==> src/verilog/sbcu_defines.vh <==
`ifndef SBCU_DEFINES_VH
`define SBCU_DEFINES_VH

// Operation codes presented by instruction decode.
`define SBCU_OP_NONE          5'h00
`define SBCU_OP_CMP_IMM       5'h01
`define SBCU_OP_SKIP_REG_CLR  5'h02
`define SBCU_OP_SKIP_REG_SET  5'h03
`define SBCU_OP_SKIP_IO_CLR   5'h04
`define SBCU_OP_SKIP_IO_SET   5'h05
`define SBCU_OP_BR_FLAG_SET   5'h06
`define SBCU_OP_BR_FLAG_CLR   5'h07
`define SBCU_OP_BR_EQ         5'h08
`define SBCU_OP_BR_NE         5'h09
`define SBCU_OP_BR_CS         5'h0a
`define SBCU_OP_BR_CC         5'h0b
`define SBCU_OP_BR_SH         5'h0c
`define SBCU_OP_BR_LO         5'h0d
`define SBCU_OP_BR_MI         5'h0e
`define SBCU_OP_BR_PL         5'h0f
`define SBCU_OP_BR_GE         5'h10
`define SBCU_OP_BR_LT         5'h11
`define SBCU_OP_BR_HS         5'h12
`define SBCU_OP_BR_HC         5'h13
`define SBCU_OP_BR_TS         5'h14
`define SBCU_OP_BR_TC         5'h15
`define SBCU_OP_BR_VS         5'h16
`define SBCU_OP_BR_VC         5'h17

// Bit positions inside the status flag byte.
`define SBCU_FLAG_C 0
`define SBCU_FLAG_Z 1
`define SBCU_FLAG_N 2
`define SBCU_FLAG_V 3
`define SBCU_FLAG_S 4
`define SBCU_FLAG_H 5
`define SBCU_FLAG_T 6
`define SBCU_FLAG_I 7

// Flags written by the compare; all others are kept.
`define SBCU_CMP_FLAG_MASK 8'h2f

// Cycle counts of the handled instructions.
`define SBCU_CYC_ONE   2'h1
`define SBCU_CYC_TWO   2'h2
`define SBCU_CYC_THREE 2'h3

// Program counter steps.
`define SBCU_PC_STEP_ONE   16'h0001
`define SBCU_PC_STEP_TWO   16'h0002
`define SBCU_PC_STEP_THREE 16'h0003

// Reset values.
`define SBCU_RESET_PC    16'h0000
`define SBCU_RESET_FLAGS 8'h00

`endif

==> src/verilog/sbcu_unit.v <==
// Function
// - Compare with immediate updates Z, N, V, C, H only, in one cycle.
// - Skip when selected source register bit is 0; PC plus 2 or 3.
// - Skip when selected source register bit is 1; PC plus 2 or 3.
// - Skip when chosen I/O bit reads 0; no flags change.
// - Skip when chosen I/O bit reads 1; one to three cycles.
// - Branch to PC plus offset plus one when indexed flag is 1.
// - Branch to PC plus offset plus one when indexed flag is 0.
// - Equal branches on Z set, not-equal on Z clear.
// - Carry-set branches on C set, carry-clear on C clear.
// - Same-or-higher branches on C clear, lower on C set.
// - Minus branches on N set, plus on N clear.
// - Signed greater-equal on N xor V clear, less-than on it set.
// - Half-carry-set on H set, half-carry-clear on H clear.
// - Transfer-set on T set, transfer-clear on T clear.
// - Overflow-set branches on V set, else falls through.
// - Overflow-clear on V clear; skips and branches keep all flags.
`timescale 1ns/1ns
`default_nettype none
`include "sbcu_defines.vh"

module sbcu_unit (
  input  wire        clk,             // Core clock, 25 MHz.
  input  wire        reset_n,         // Synchronous reset, active low.
  input  wire        op_valid,        // Decode presents an operation.
  output wire        op_ready,        // Unit can take an operation.
  input  wire [4:0]  op_code,         // Operation code.
  input  wire [7:0]  work_register,   // Working register operand.
  input  wire [7:0]  immediate,       // Immediate constant for compare.
  input  wire [7:0]  source_register, // Register tested by skips.
  input  wire [7:0]  io_value,        // Addressed I/O register value.
  input  wire [2:0]  bit_sel,         // Bit tested by skips.
  input  wire [2:0]  flag_sel,        // Flag index for generic branches.
  input  wire [6:0]  offset,          // Signed relative branch offset.
  input  wire        next_two_word,   // Following instruction is two words.
  input  wire [15:0] program_counter, // Address of this instruction.
  input  wire [7:0]  status_flags,    // Current status flags.
  output reg         done,            // Operation finished, one cycle.
  output reg         pc_load,         // Program counter takes pc_next.
  output reg  [15:0] pc_next,         // Next program counter.
  output reg         flags_write,     // Status takes flags_out.
  output reg  [7:0]  flags_out,       // Updated status flags.
  output reg         taken,           // Skip or branch was taken.
  output reg  [1:0]  cycles,          // Cycles the operation used.
  output reg         illegal_op       // Unknown operation code seen.
);

  localparam ST_IDLE = 1'b0;
  localparam ST_BUSY = 1'b1;

  reg        state;
  reg [1:0]  remain;
  reg        next_state;
  reg [1:0]  next_remain;

  // Intermediate values of the decode.
  reg        is_skip;
  reg        is_branch;
  reg        is_cmp;
  reg        cond;
  reg        known;
  reg [1:0]  op_cycles;
  reg [15:0] op_pc;
  wire       accept;

  // Compare datapath.
  wire [7:0] diff;
  wire       cmp_h;
  wire       cmp_v;
  wire       cmp_c;
  wire       cmp_n;
  wire       cmp_z;
  wire [7:0] cmp_flags;
  wire [7:0] merged_flags;
  wire [15:0] rel_target;
  wire [15:0] seq_pc;
  wire [15:0] skip_pc;

  // Flag shorthands read by the condition decode.
  wire f_c;
  wire f_z;
  wire f_n;
  wire f_v;
  wire f_h;
  wire f_t;
  wire sel_flag;
  wire reg_bit;
  wire io_bit;

  assign f_c = status_flags[`SBCU_FLAG_C];
  assign f_z = status_flags[`SBCU_FLAG_Z];
  assign f_n = status_flags[`SBCU_FLAG_N];
  assign f_v = status_flags[`SBCU_FLAG_V];
  assign f_h = status_flags[`SBCU_FLAG_H];
  assign f_t = status_flags[`SBCU_FLAG_T];
  assign sel_flag = status_flags[flag_sel];
  assign reg_bit = source_register[bit_sel];
  assign io_bit = io_value[bit_sel];

  // The unit takes work only when idle, so a multi-cycle skip or branch
  // stalls decode instead of letting a second operation overlap it.
  assign op_ready = (state == ST_IDLE);
  assign accept = op_valid && op_ready;

  // Subtraction without storing the result; only flags come out.
  assign diff = work_register - immediate;
  assign cmp_h = (~work_register[3] & immediate[3]) |
                 (immediate[3] & diff[3]) |
                 (diff[3] & ~work_register[3]);
  assign cmp_v = (work_register[7] & ~immediate[7] & ~diff[7]) |
                 (~work_register[7] & immediate[7] & diff[7]);
  assign cmp_c = (~work_register[7] & immediate[7]) |
                 (immediate[7] & diff[7]) |
                 (diff[7] & ~work_register[7]);
  assign cmp_n = diff[7];
  assign cmp_z = (diff == 8'h00);

  // Pack the computed flags at their status positions.
  assign cmp_flags[`SBCU_FLAG_C] = cmp_c;
  assign cmp_flags[`SBCU_FLAG_Z] = cmp_z;
  assign cmp_flags[`SBCU_FLAG_N] = cmp_n;
  assign cmp_flags[`SBCU_FLAG_V] = cmp_v;
  assign cmp_flags[`SBCU_FLAG_S] = status_flags[`SBCU_FLAG_S];
  assign cmp_flags[`SBCU_FLAG_H] = cmp_h;
  assign cmp_flags[`SBCU_FLAG_T] = status_flags[`SBCU_FLAG_T];
  assign cmp_flags[`SBCU_FLAG_I] = status_flags[`SBCU_FLAG_I];

  // Only the masked flags take the compare result; the rest pass through.
  // The mask is held as a sized constant so each bit is picked by index.
  localparam [7:0] CMP_MASK = `SBCU_CMP_FLAG_MASK;
  genvar gi;
  generate
    for (gi = 0; gi < 8; gi = gi + 1) begin : g_flag_merge
      assign merged_flags[gi] = CMP_MASK[gi] ? cmp_flags[gi] : status_flags[gi];
    end
  endgenerate

  // Offset is sign extended so backward branches wrap correctly.
  assign rel_target = program_counter + {{9{offset[6]}}, offset} +
                      `SBCU_PC_STEP_ONE;
  assign seq_pc = program_counter + `SBCU_PC_STEP_ONE;
  assign skip_pc = program_counter + (next_two_word ? `SBCU_PC_STEP_THREE :
                                      `SBCU_PC_STEP_TWO);

  // Condition decode for every handled operation.
  always @* begin
    is_skip = 1'b0;
    is_branch = 1'b0;
    is_cmp = 1'b0;
    cond = 1'b0;
    known = 1'b1;
    case (op_code)
      `SBCU_OP_CMP_IMM: begin
        is_cmp = 1'b1;
      end
      `SBCU_OP_SKIP_REG_CLR: begin
        is_skip = 1'b1;
        cond = ~reg_bit;
      end
      `SBCU_OP_SKIP_REG_SET: begin
        is_skip = 1'b1;
        cond = reg_bit;
      end
      `SBCU_OP_SKIP_IO_CLR: begin
        is_skip = 1'b1;
        cond = ~io_bit;
      end
      `SBCU_OP_SKIP_IO_SET: begin
        is_skip = 1'b1;
        cond = io_bit;
      end
      `SBCU_OP_BR_FLAG_SET: begin
        is_branch = 1'b1;
        cond = sel_flag;
      end
      `SBCU_OP_BR_FLAG_CLR: begin
        is_branch = 1'b1;
        cond = ~sel_flag;
      end
      `SBCU_OP_BR_EQ: begin
        is_branch = 1'b1;
        cond = f_z;
      end
      `SBCU_OP_BR_NE: begin
        is_branch = 1'b1;
        cond = ~f_z;
      end
      `SBCU_OP_BR_CS: begin
        is_branch = 1'b1;
        cond = f_c;
      end
      `SBCU_OP_BR_CC: begin
        is_branch = 1'b1;
        cond = ~f_c;
      end
      `SBCU_OP_BR_SH: begin
        is_branch = 1'b1;
        cond = ~f_c;
      end
      `SBCU_OP_BR_LO: begin
        is_branch = 1'b1;
        cond = f_c;
      end
      `SBCU_OP_BR_MI: begin
        is_branch = 1'b1;
        cond = f_n;
      end
      `SBCU_OP_BR_PL: begin
        is_branch = 1'b1;
        cond = ~f_n;
      end
      `SBCU_OP_BR_GE: begin
        is_branch = 1'b1;
        cond = ~(f_n ^ f_v);
      end
      `SBCU_OP_BR_LT: begin
        is_branch = 1'b1;
        cond = f_n ^ f_v;
      end
      `SBCU_OP_BR_HS: begin
        is_branch = 1'b1;
        cond = f_h;
      end
      `SBCU_OP_BR_HC: begin
        is_branch = 1'b1;
        cond = ~f_h;
      end
      `SBCU_OP_BR_TS: begin
        is_branch = 1'b1;
        cond = f_t;
      end
      `SBCU_OP_BR_TC: begin
        is_branch = 1'b1;
        cond = ~f_t;
      end
      `SBCU_OP_BR_VS: begin
        is_branch = 1'b1;
        cond = f_v;
      end
      `SBCU_OP_BR_VC: begin
        is_branch = 1'b1;
        cond = ~f_v;
      end
      default: begin
        known = 1'b0;
      end
    endcase
  end

  // Cycle count and program counter follow from kind and condition.
  always @* begin
    op_cycles = `SBCU_CYC_ONE;
    op_pc = seq_pc;
    if (is_branch && cond) begin
      op_cycles = `SBCU_CYC_TWO;
      op_pc = rel_target;
    end else if (is_skip && cond) begin
      op_cycles = next_two_word ? `SBCU_CYC_THREE : `SBCU_CYC_TWO;
      op_pc = skip_pc;
    end
  end

  // Sequencer: holds the unit busy for the extra cycles of an operation.
  always @* begin
    next_state = state;
    next_remain = remain;
    case (state)
      ST_IDLE: begin
        if (accept && op_cycles != `SBCU_CYC_ONE) begin
          next_state = ST_BUSY;
          next_remain = op_cycles - `SBCU_CYC_ONE;
        end
      end
      ST_BUSY: begin
        next_remain = remain - `SBCU_CYC_ONE;
        if (remain == `SBCU_CYC_ONE) begin
          next_state = ST_IDLE;
        end
      end
      default: begin
        next_state = ST_IDLE;
        next_remain = 2'h0;
      end
    endcase
  end

  always @(posedge clk) begin
    if (!reset_n) begin
      state <= ST_IDLE;
      remain <= 2'h0;
    end else begin
      state <= next_state;
      remain <= next_remain;
    end
  end

  // Results are captured at acceptance and held until the next one.
  // Unknown codes still retire in one cycle so decode never hangs.
  always @(posedge clk) begin
    if (!reset_n) begin
      pc_next <= `SBCU_RESET_PC;
      flags_out <= `SBCU_RESET_FLAGS;
      taken <= 1'b0;
      cycles <= 2'h0;
      illegal_op <= 1'b0;
    end else if (accept) begin
      pc_next <= op_pc;
      flags_out <= is_cmp ? merged_flags : status_flags;
      taken <= (is_skip || is_branch) && cond;
      cycles <= op_cycles;
      illegal_op <= ~known;
    end
  end

  // Completion strobes: one cycle, in the last cycle of the operation.
  always @(posedge clk) begin
    if (!reset_n) begin
      done <= 1'b0;
      pc_load <= 1'b0;
      flags_write <= 1'b0;
    end else begin
      done <= (accept && op_cycles == `SBCU_CYC_ONE) ||
              (state == ST_BUSY && remain == `SBCU_CYC_ONE);
      pc_load <= (accept && op_cycles == `SBCU_CYC_ONE && known) ||
                 (state == ST_BUSY && remain == `SBCU_CYC_ONE);
      flags_write <= accept && is_cmp;
    end
  end

endmodule

`default_nettype wire

==> config.mk <==
export PLATFORM = sky130hd
export DESIGN_NAME = sbcu_unit
export DESIGN_NICKNAME = d
export VERILOG_FILES = /design/src/verilog/sbcu_unit.v
export VERILOG_INCLUDE_DIRS = /design/src /design/src/verilog
export SDC_FILE = /design/constraint.sdc
export NUM_CORES = 1
export LEC_CHECK = 0
export BUFFER_PORTS_ARGS = -buffer_cell sky130_fd_sc_hd__buf_2
export CAP_MARGIN = 20
export CORE_MARGIN = 5
export CORE_UTILIZATION = 56
export CTS_BUF_LIST = sky130_fd_sc_hd__clkbuf_16
export DETAILED_ROUTE_END_ITERATION = 16
export PLACE_DENSITY = 0.89
export SLEW_MARGIN = 20
export SYNTH_ARGS = -nofsm -noshare
export SYNTH_HDL_FRONTEND = slang
export SYNTH_SLANG_ARGS = --single-unit
==> constraint.sdc <==
create_clock -name clk -period 8.1 [get_ports clk]
set_input_delay 1.215 -clock clk [delete_from_list [all_inputs] [get_ports clk]]
set_output_delay 1.215 -clock clk [all_outputs]
set_load 0.02 [all_outputs]
== Yosys cells after proc, flatten, opt, wreduce, memory -nomap -nowiden ==
Index checks and enable logic that the tools add are counted.
Word-level totals
  register bits: 34
  logic and storage cells: 118
  bits of input ports: 78
  output and inout port bits: 32
Cells by class
  multiplexer cells: 23
  add/subtract/negate cells: 7
  order comparisons: 2
  bitwise operators: 31
  equality and inequality tests: 27
  reduce and logical (&&, ||, !) cells: 18
Operators by type and width (number)
  $eq 5x4->1 const B: 8
  $eq 5x5->1 const B: 8
  $add 16x1->16 const B: 2
  $mux 16: 2
  $reduce_or 23->1: 1
  $eq 5x3->1 const B: 4
  $pmux 1 s20: 1
  $reduce_or 18->1: 1
  $add 16x16->16: 1
  $add 16x2->16: 1
  $not 1->1: 16
  $mux 1: 11
  $eq 5x2->1 const B: 2
  $and 1x1->1: 9
  $bmux 1 s3: 3
  $logic_and 1x1->1: 9
  $logic_not 8->1: 1
  $lt 3x4->1 const B: 2
  $sub 8x8->8: 1
  $mux 2: 3
  $mux 6: 1
  $eq 5x1->1 const B: 1
  $or 1x1->1: 5
  $eq 2x1->1 const B: 2
  other kinds (8): 13

== Longest topological paths before layout ==
  word-level depth: 11
  mapped depth: 16

== Least setup slack after synthesis ==
OpenSTA, ideal clock, no wires.
  kind: input -> register
  start point: input port bit_sel[2]
  end point: register pc_next[15]
  stages on the path: 15
  data arrival time: 4.099 ns
  path slack: 3.939 ns
  data required time: 8.038 ns
  library setup time: 0.062 ns
  cells stage by stage: buf_6 > mux2i_1 > mux4_2 > xor2_1 > a211oi_2 > a21oi_1 > and3_1 > ha_1 > a21o_1 > nand2_1 > nor3_1 > nand3_1 > xor2_1 > or3_1 > nand3_1
Between the ends
  word-level cells in the longest chain between the ends: 7
  elaborated cells between the ends (all ways): 11
  classes of those cells: mux (7); bitwise (2); reduce/logical (2)
RTL lines
  start: declaration: RTL line sbcu_unit.v:32  | input wire [2:0] bit_sel,
  $bmux 1 s3, on equally long branches: RTL line sbcu_unit.v:98, sbcu_unit.v:97
  $mux 1, on equally long branches: RTL line sbcu_unit.v:98, sbcu_unit.v:97
  $not 1->1, on equally long branches: RTL line sbcu_unit.v:166, sbcu_unit.v:158
  $pmux 1 s20 (*): RTL line sbcu_unit.v:152  | case (op_code)
  $logic_and 1x1->1: RTL line sbcu_unit.v:257  | end else if (is_skip && cond) begin
  $mux 16: RTL line sbcu_unit.v:257
  $mux 16 (*): RTL line sbcu_unit.v:254  | if (is_branch && cond) begin
  end signal: assignment: RTL line sbcu_unit.v:301  | pc_next <= `SBCU_RESET_PC;
  end signal: assignment: RTL line sbcu_unit.v:307  | pc_next <= op_pc;
  end: declaration: RTL line sbcu_unit.v:40  | output reg [15:0] pc_next,
Mark *: on every way between the ends. The rest lies on a longest branch, timed or not. The select of a mux whose other input is x is not followed.
A chain may end at the register's enable or synchronous reset.

== Final worst setup path ==
Same ends and word-level chain as after synthesis.

==> flow_summary.json <==
{
  "yosys.area_share.simple": 0.216,
  "route.met2.wl_um": 4370,
  "synth_common_cells": "39 x nand2_1, 36 x nor2_1, 34 x dfxtp_1, 29 x ha_1, 28 x o21ai_0",
  "die_h_um": 86.9,
  "reg2reg_to": "pc_next[14]",
  "syn_area_mm2": 0.00331,
  "post_cts_buffers": 0,
  "clk_pin_slew_ps": 60,
  "path_class": "input port to register",
  "grt_pass1_vias": 3309,
  "intPower_w": 0.000459,
  "place_congestion": 0.919,
  "slowest_stage": "mux4_2",
  "drtIter0Drc": 187,
  "n_antenna_cell": 0,
  "multiInputGateArea_mm2": 0.00246,
  "finalHoldViolations": 0,
  "met3_length_um": 763,
  "syn2layout_area_growth_pct": 23.3,
  "end_kind": "register",
  "finalCritPeriodShare": 0.530,
  "combPwrFrac": 0.340,
  "io_buffers": 109,
  "setup_viol": 0,
  "finalClockSkew_ps": 4.12,
  "synth_cells": 416,
  "clock-sinks": 34,
  "synth.distinct_cells": 55,
  "switchingPower_w": 0.000220,
  "hold_class": "register to register",
  "h-tree-depth": 2,
  "rr_worst_depth": 5,
  "r2r_start": "state",
  "yosys.area.top_type_share": 0.205,
  "pwr-share-clk": 0.374,
  "nFillCells": 460,
  "first_pass_iters": 4,
  "post_cts_resized": 0,
  "num_rows": 28,
  "num_vias": 3370,
  "min_from": "pc_next[12]",
  "worstPathArrival_ps": 4520,
  "cts_made_buffers": 5,
  "synth_edf_count": 0,
  "layout.nets": 632,
  "wirelength_um": 8900,
  "initial_utilization": 0.567,
  "slew_violations": 0,
  "max_freq_ghz": 0.233,
  "r2r_slack_ps": 6340,
  "clk_latency_ps": 280,
  "synth_top_area_cell": "dfxtp_1",
  "max_slew_margin": 0.346,
  "synth_seq_area_share": 0.205,
  "rsz0062_at_grt": "false",
  "setup_tns_ps": 0,
  "holdPathStages": 2,
  "start_kind": "input port",
  "synth_area_leaders": "dfxtp_1 21%, ha_1 11%, mux2i_1 8.2%",
  "crit_chain": "buf_2, mux2i_1, mux4_2, xnor2_1, o211a_1, a21oi_1, and3_1, ha_1, a21o_1, nand2_1, nor3_1, nand3_1, xor2_1, or3_1, nand3_1",
  "synth_top_family_by_area": "simple AND/OR/NAND/NOR gates",
  "seq_power_share": 0.285,
  "post-synth-top-count-cell": "nand2_1",
  "synth_fp_nets": 528,
  "cp.required_ps": 8330,
  "crit_fanout": 8,
  "cap_violations": 0,
  "grt_max_degree": 21,
  "synth_xor_area_frac": 0.0898,
  "core_mm2": 0.00585,
  "ant_nets": 0,
  "worst_pin_slew_ps": 978,
  "crit_top_cell": "nand3_1",
  "drive_gt1_frac": 0.246,
  "io_pins": 110,
  "vias_per_cell": 5.65,
  "clock_path_buffers": 2,
  "sw_frac_of_total": 0.324,
  "drc": 0,
  "ys_warn_count": 0,
  "grt_overflow": 0,
  "maxUsedRoutingLayer": "met4",
  "dieArea_mm2": 0.00756,
  "hold_path_end": "pc_next[12]",
  "grt_usage": 0.235,
  "status": "finished, final reports clean",
  "hpwl_um": 7140,
  "cts_tree": "done",
  "period_minus_slack_ps": 4300,
  "dieWidth_um": 86.9,
  "met1_length_um": 3570,
  "avgSynthCellArea_um2": 7.97,
  "ir_drop_mv": 0.129,
  "antenna_found_initial": 0,
  "synth_compound_area_frac": 0.198,
  "worst_path_largest_cell_delay_ps": 490,
  "p_leak_nw": 1.98,
  "synthFlopType": "dfxtp_1",
  "synth_seq_cells": 34,
  "power_density_mw_per_mm2": 166,
  "cts_root_buffer": "clkbuf_16",
  "cts_hold_buffers": 0,
  "final_util": 0.699,
  "grt_first_pass_wirelength_um": 14400,
  "ys_async_sr_fraction": 0,
  "seqCellArea_um2": 681,
  "post_drt_wl_per_cell_um": 14.9,
  "synthMuxAreaShare": 0.0951,
  "synth_fa_ha_area_frac": 0.143
}
==> worst max-delay path, delay by kind of cell <==
| kind | cells | cell delay (ps) |
|---|---|---|
| AND/OR/NAND/NOR | 6 | 1330 |
| AO/OA/AOI/OAI | 3 | 670 |
| multiplexers | 2 | 610 |
| XOR/XNOR | 2 | 310 |
| buffers and inverters | 1 | 220 |
| adder cells (fa/ha/maj) | 1 | 170 |
==> worst max-delay path by stage <==
stage                     startpoint          end  slack, ps  depth (start not counted)
after floorplan           bit_sel[2]  pc_next[15]       3940                         15
after global placement    bit_sel[2]  pc_next[15]       3690                         15
after detailed placement  bit_sel[2]  pc_next[15]       3560                         15
after CTS                 bit_sel[2]  pc_next[15]       3800                         15
after global routing      bit_sel[2]  pc_next[15]       3530                         15
final                     bit_sel[2]  pc_next[15]       3800                         15
==> layer usage <==
metal,vias up,GRT usage
met2,134,0.420
met5,-,0
met3,22,0.0360
met4,0,0.0836
li1,1688,-
met1,1526,0.283
==> layout make-up <==
| type | instances | area share |
|---|---|---|
| clock buffer | 5 | 0.0306 |
| clock inverter | 3 | 0.0168 |
| inverter | 27 | 0.0248 |
| multi-input combinational | 341 | 0.601 |
| sequential | 34 | 0.167 |
| tap | 75 | 0.0230 |
| timing repair buffer | 111 | 0.137 |
==> placed cells by master, fill, tap and decap left out, types with 7 or more instances in the layout <==
cell type and instances:
buf_2 109, nand2_1 39, nor2_1 36, dfxtp_1 34
ha_1 29, o21ai_0 28, inv_1 27, mux2i_1 27
a21oi_1 21, xor2_1 18, nand3_1 18, xnor2_1 16
nor3_1 10, nand2b_1 8, a21boi_0 7, a211oi_1 7
a21o_1 7
==> logic make-up after synthesis <==
logic type | Yosys count
AOI/OAI and AO/OA | 97
and+or+nand+nor | 146
adders and majority gates | 35
xor gates and xnor gates | 34
buffers and inverters | 41
muxes | 29
DFF | 34
==> power by group through the flow <==
stage / clock network (W) / logic, W / registers [W]
2_1_floorplan: 0 / 0.000139 / 0.000215
3_3_place_gp: 0 / 0.000221 / 0.000197
3_5_place_dp: 0 / 0.000229 / 0.000197
4_1_cts: 0.000256 / 0.000231 / 0.000194
5_1_grt: 0.000265 / 0.000257 / 0.000196
6_report: 0.000254 / 0.000231 / 0.000194
==> sequential cells by signal (all words and copies together), names as in the netlist <==
| register | count |
|---|---|
| cycles | 2 |
| pc_next | 16 |
| flags_write | 1 |
| illegal_op | 1 |
| flags_out | 8 |
| taken | 1 |
| done | 1 |
| pc_load | 1 |
| state | 1 |
| remain | 2 |
==> through the flow <==
step | cells | total power, W | instance area [um2] | hold slack [ps] | worst slack, ps
floorplan | 416 | 0.000354 | 3310 | 458 | 3940
global placement | 588 | 0.000418 | 3890 | 434 | 3690
detailed placement | 588 | 0.000426 | 3890 | 445 | 3560
CTS | 596 | 0.000681 | 4090 | 458 | 3800
global route | 596 | 0.000717 | 4090 | 486 | 3530
finish | 596 | 0.000679 | 4090 | 451 | 3800
Power figures use the tool's default switching activity.
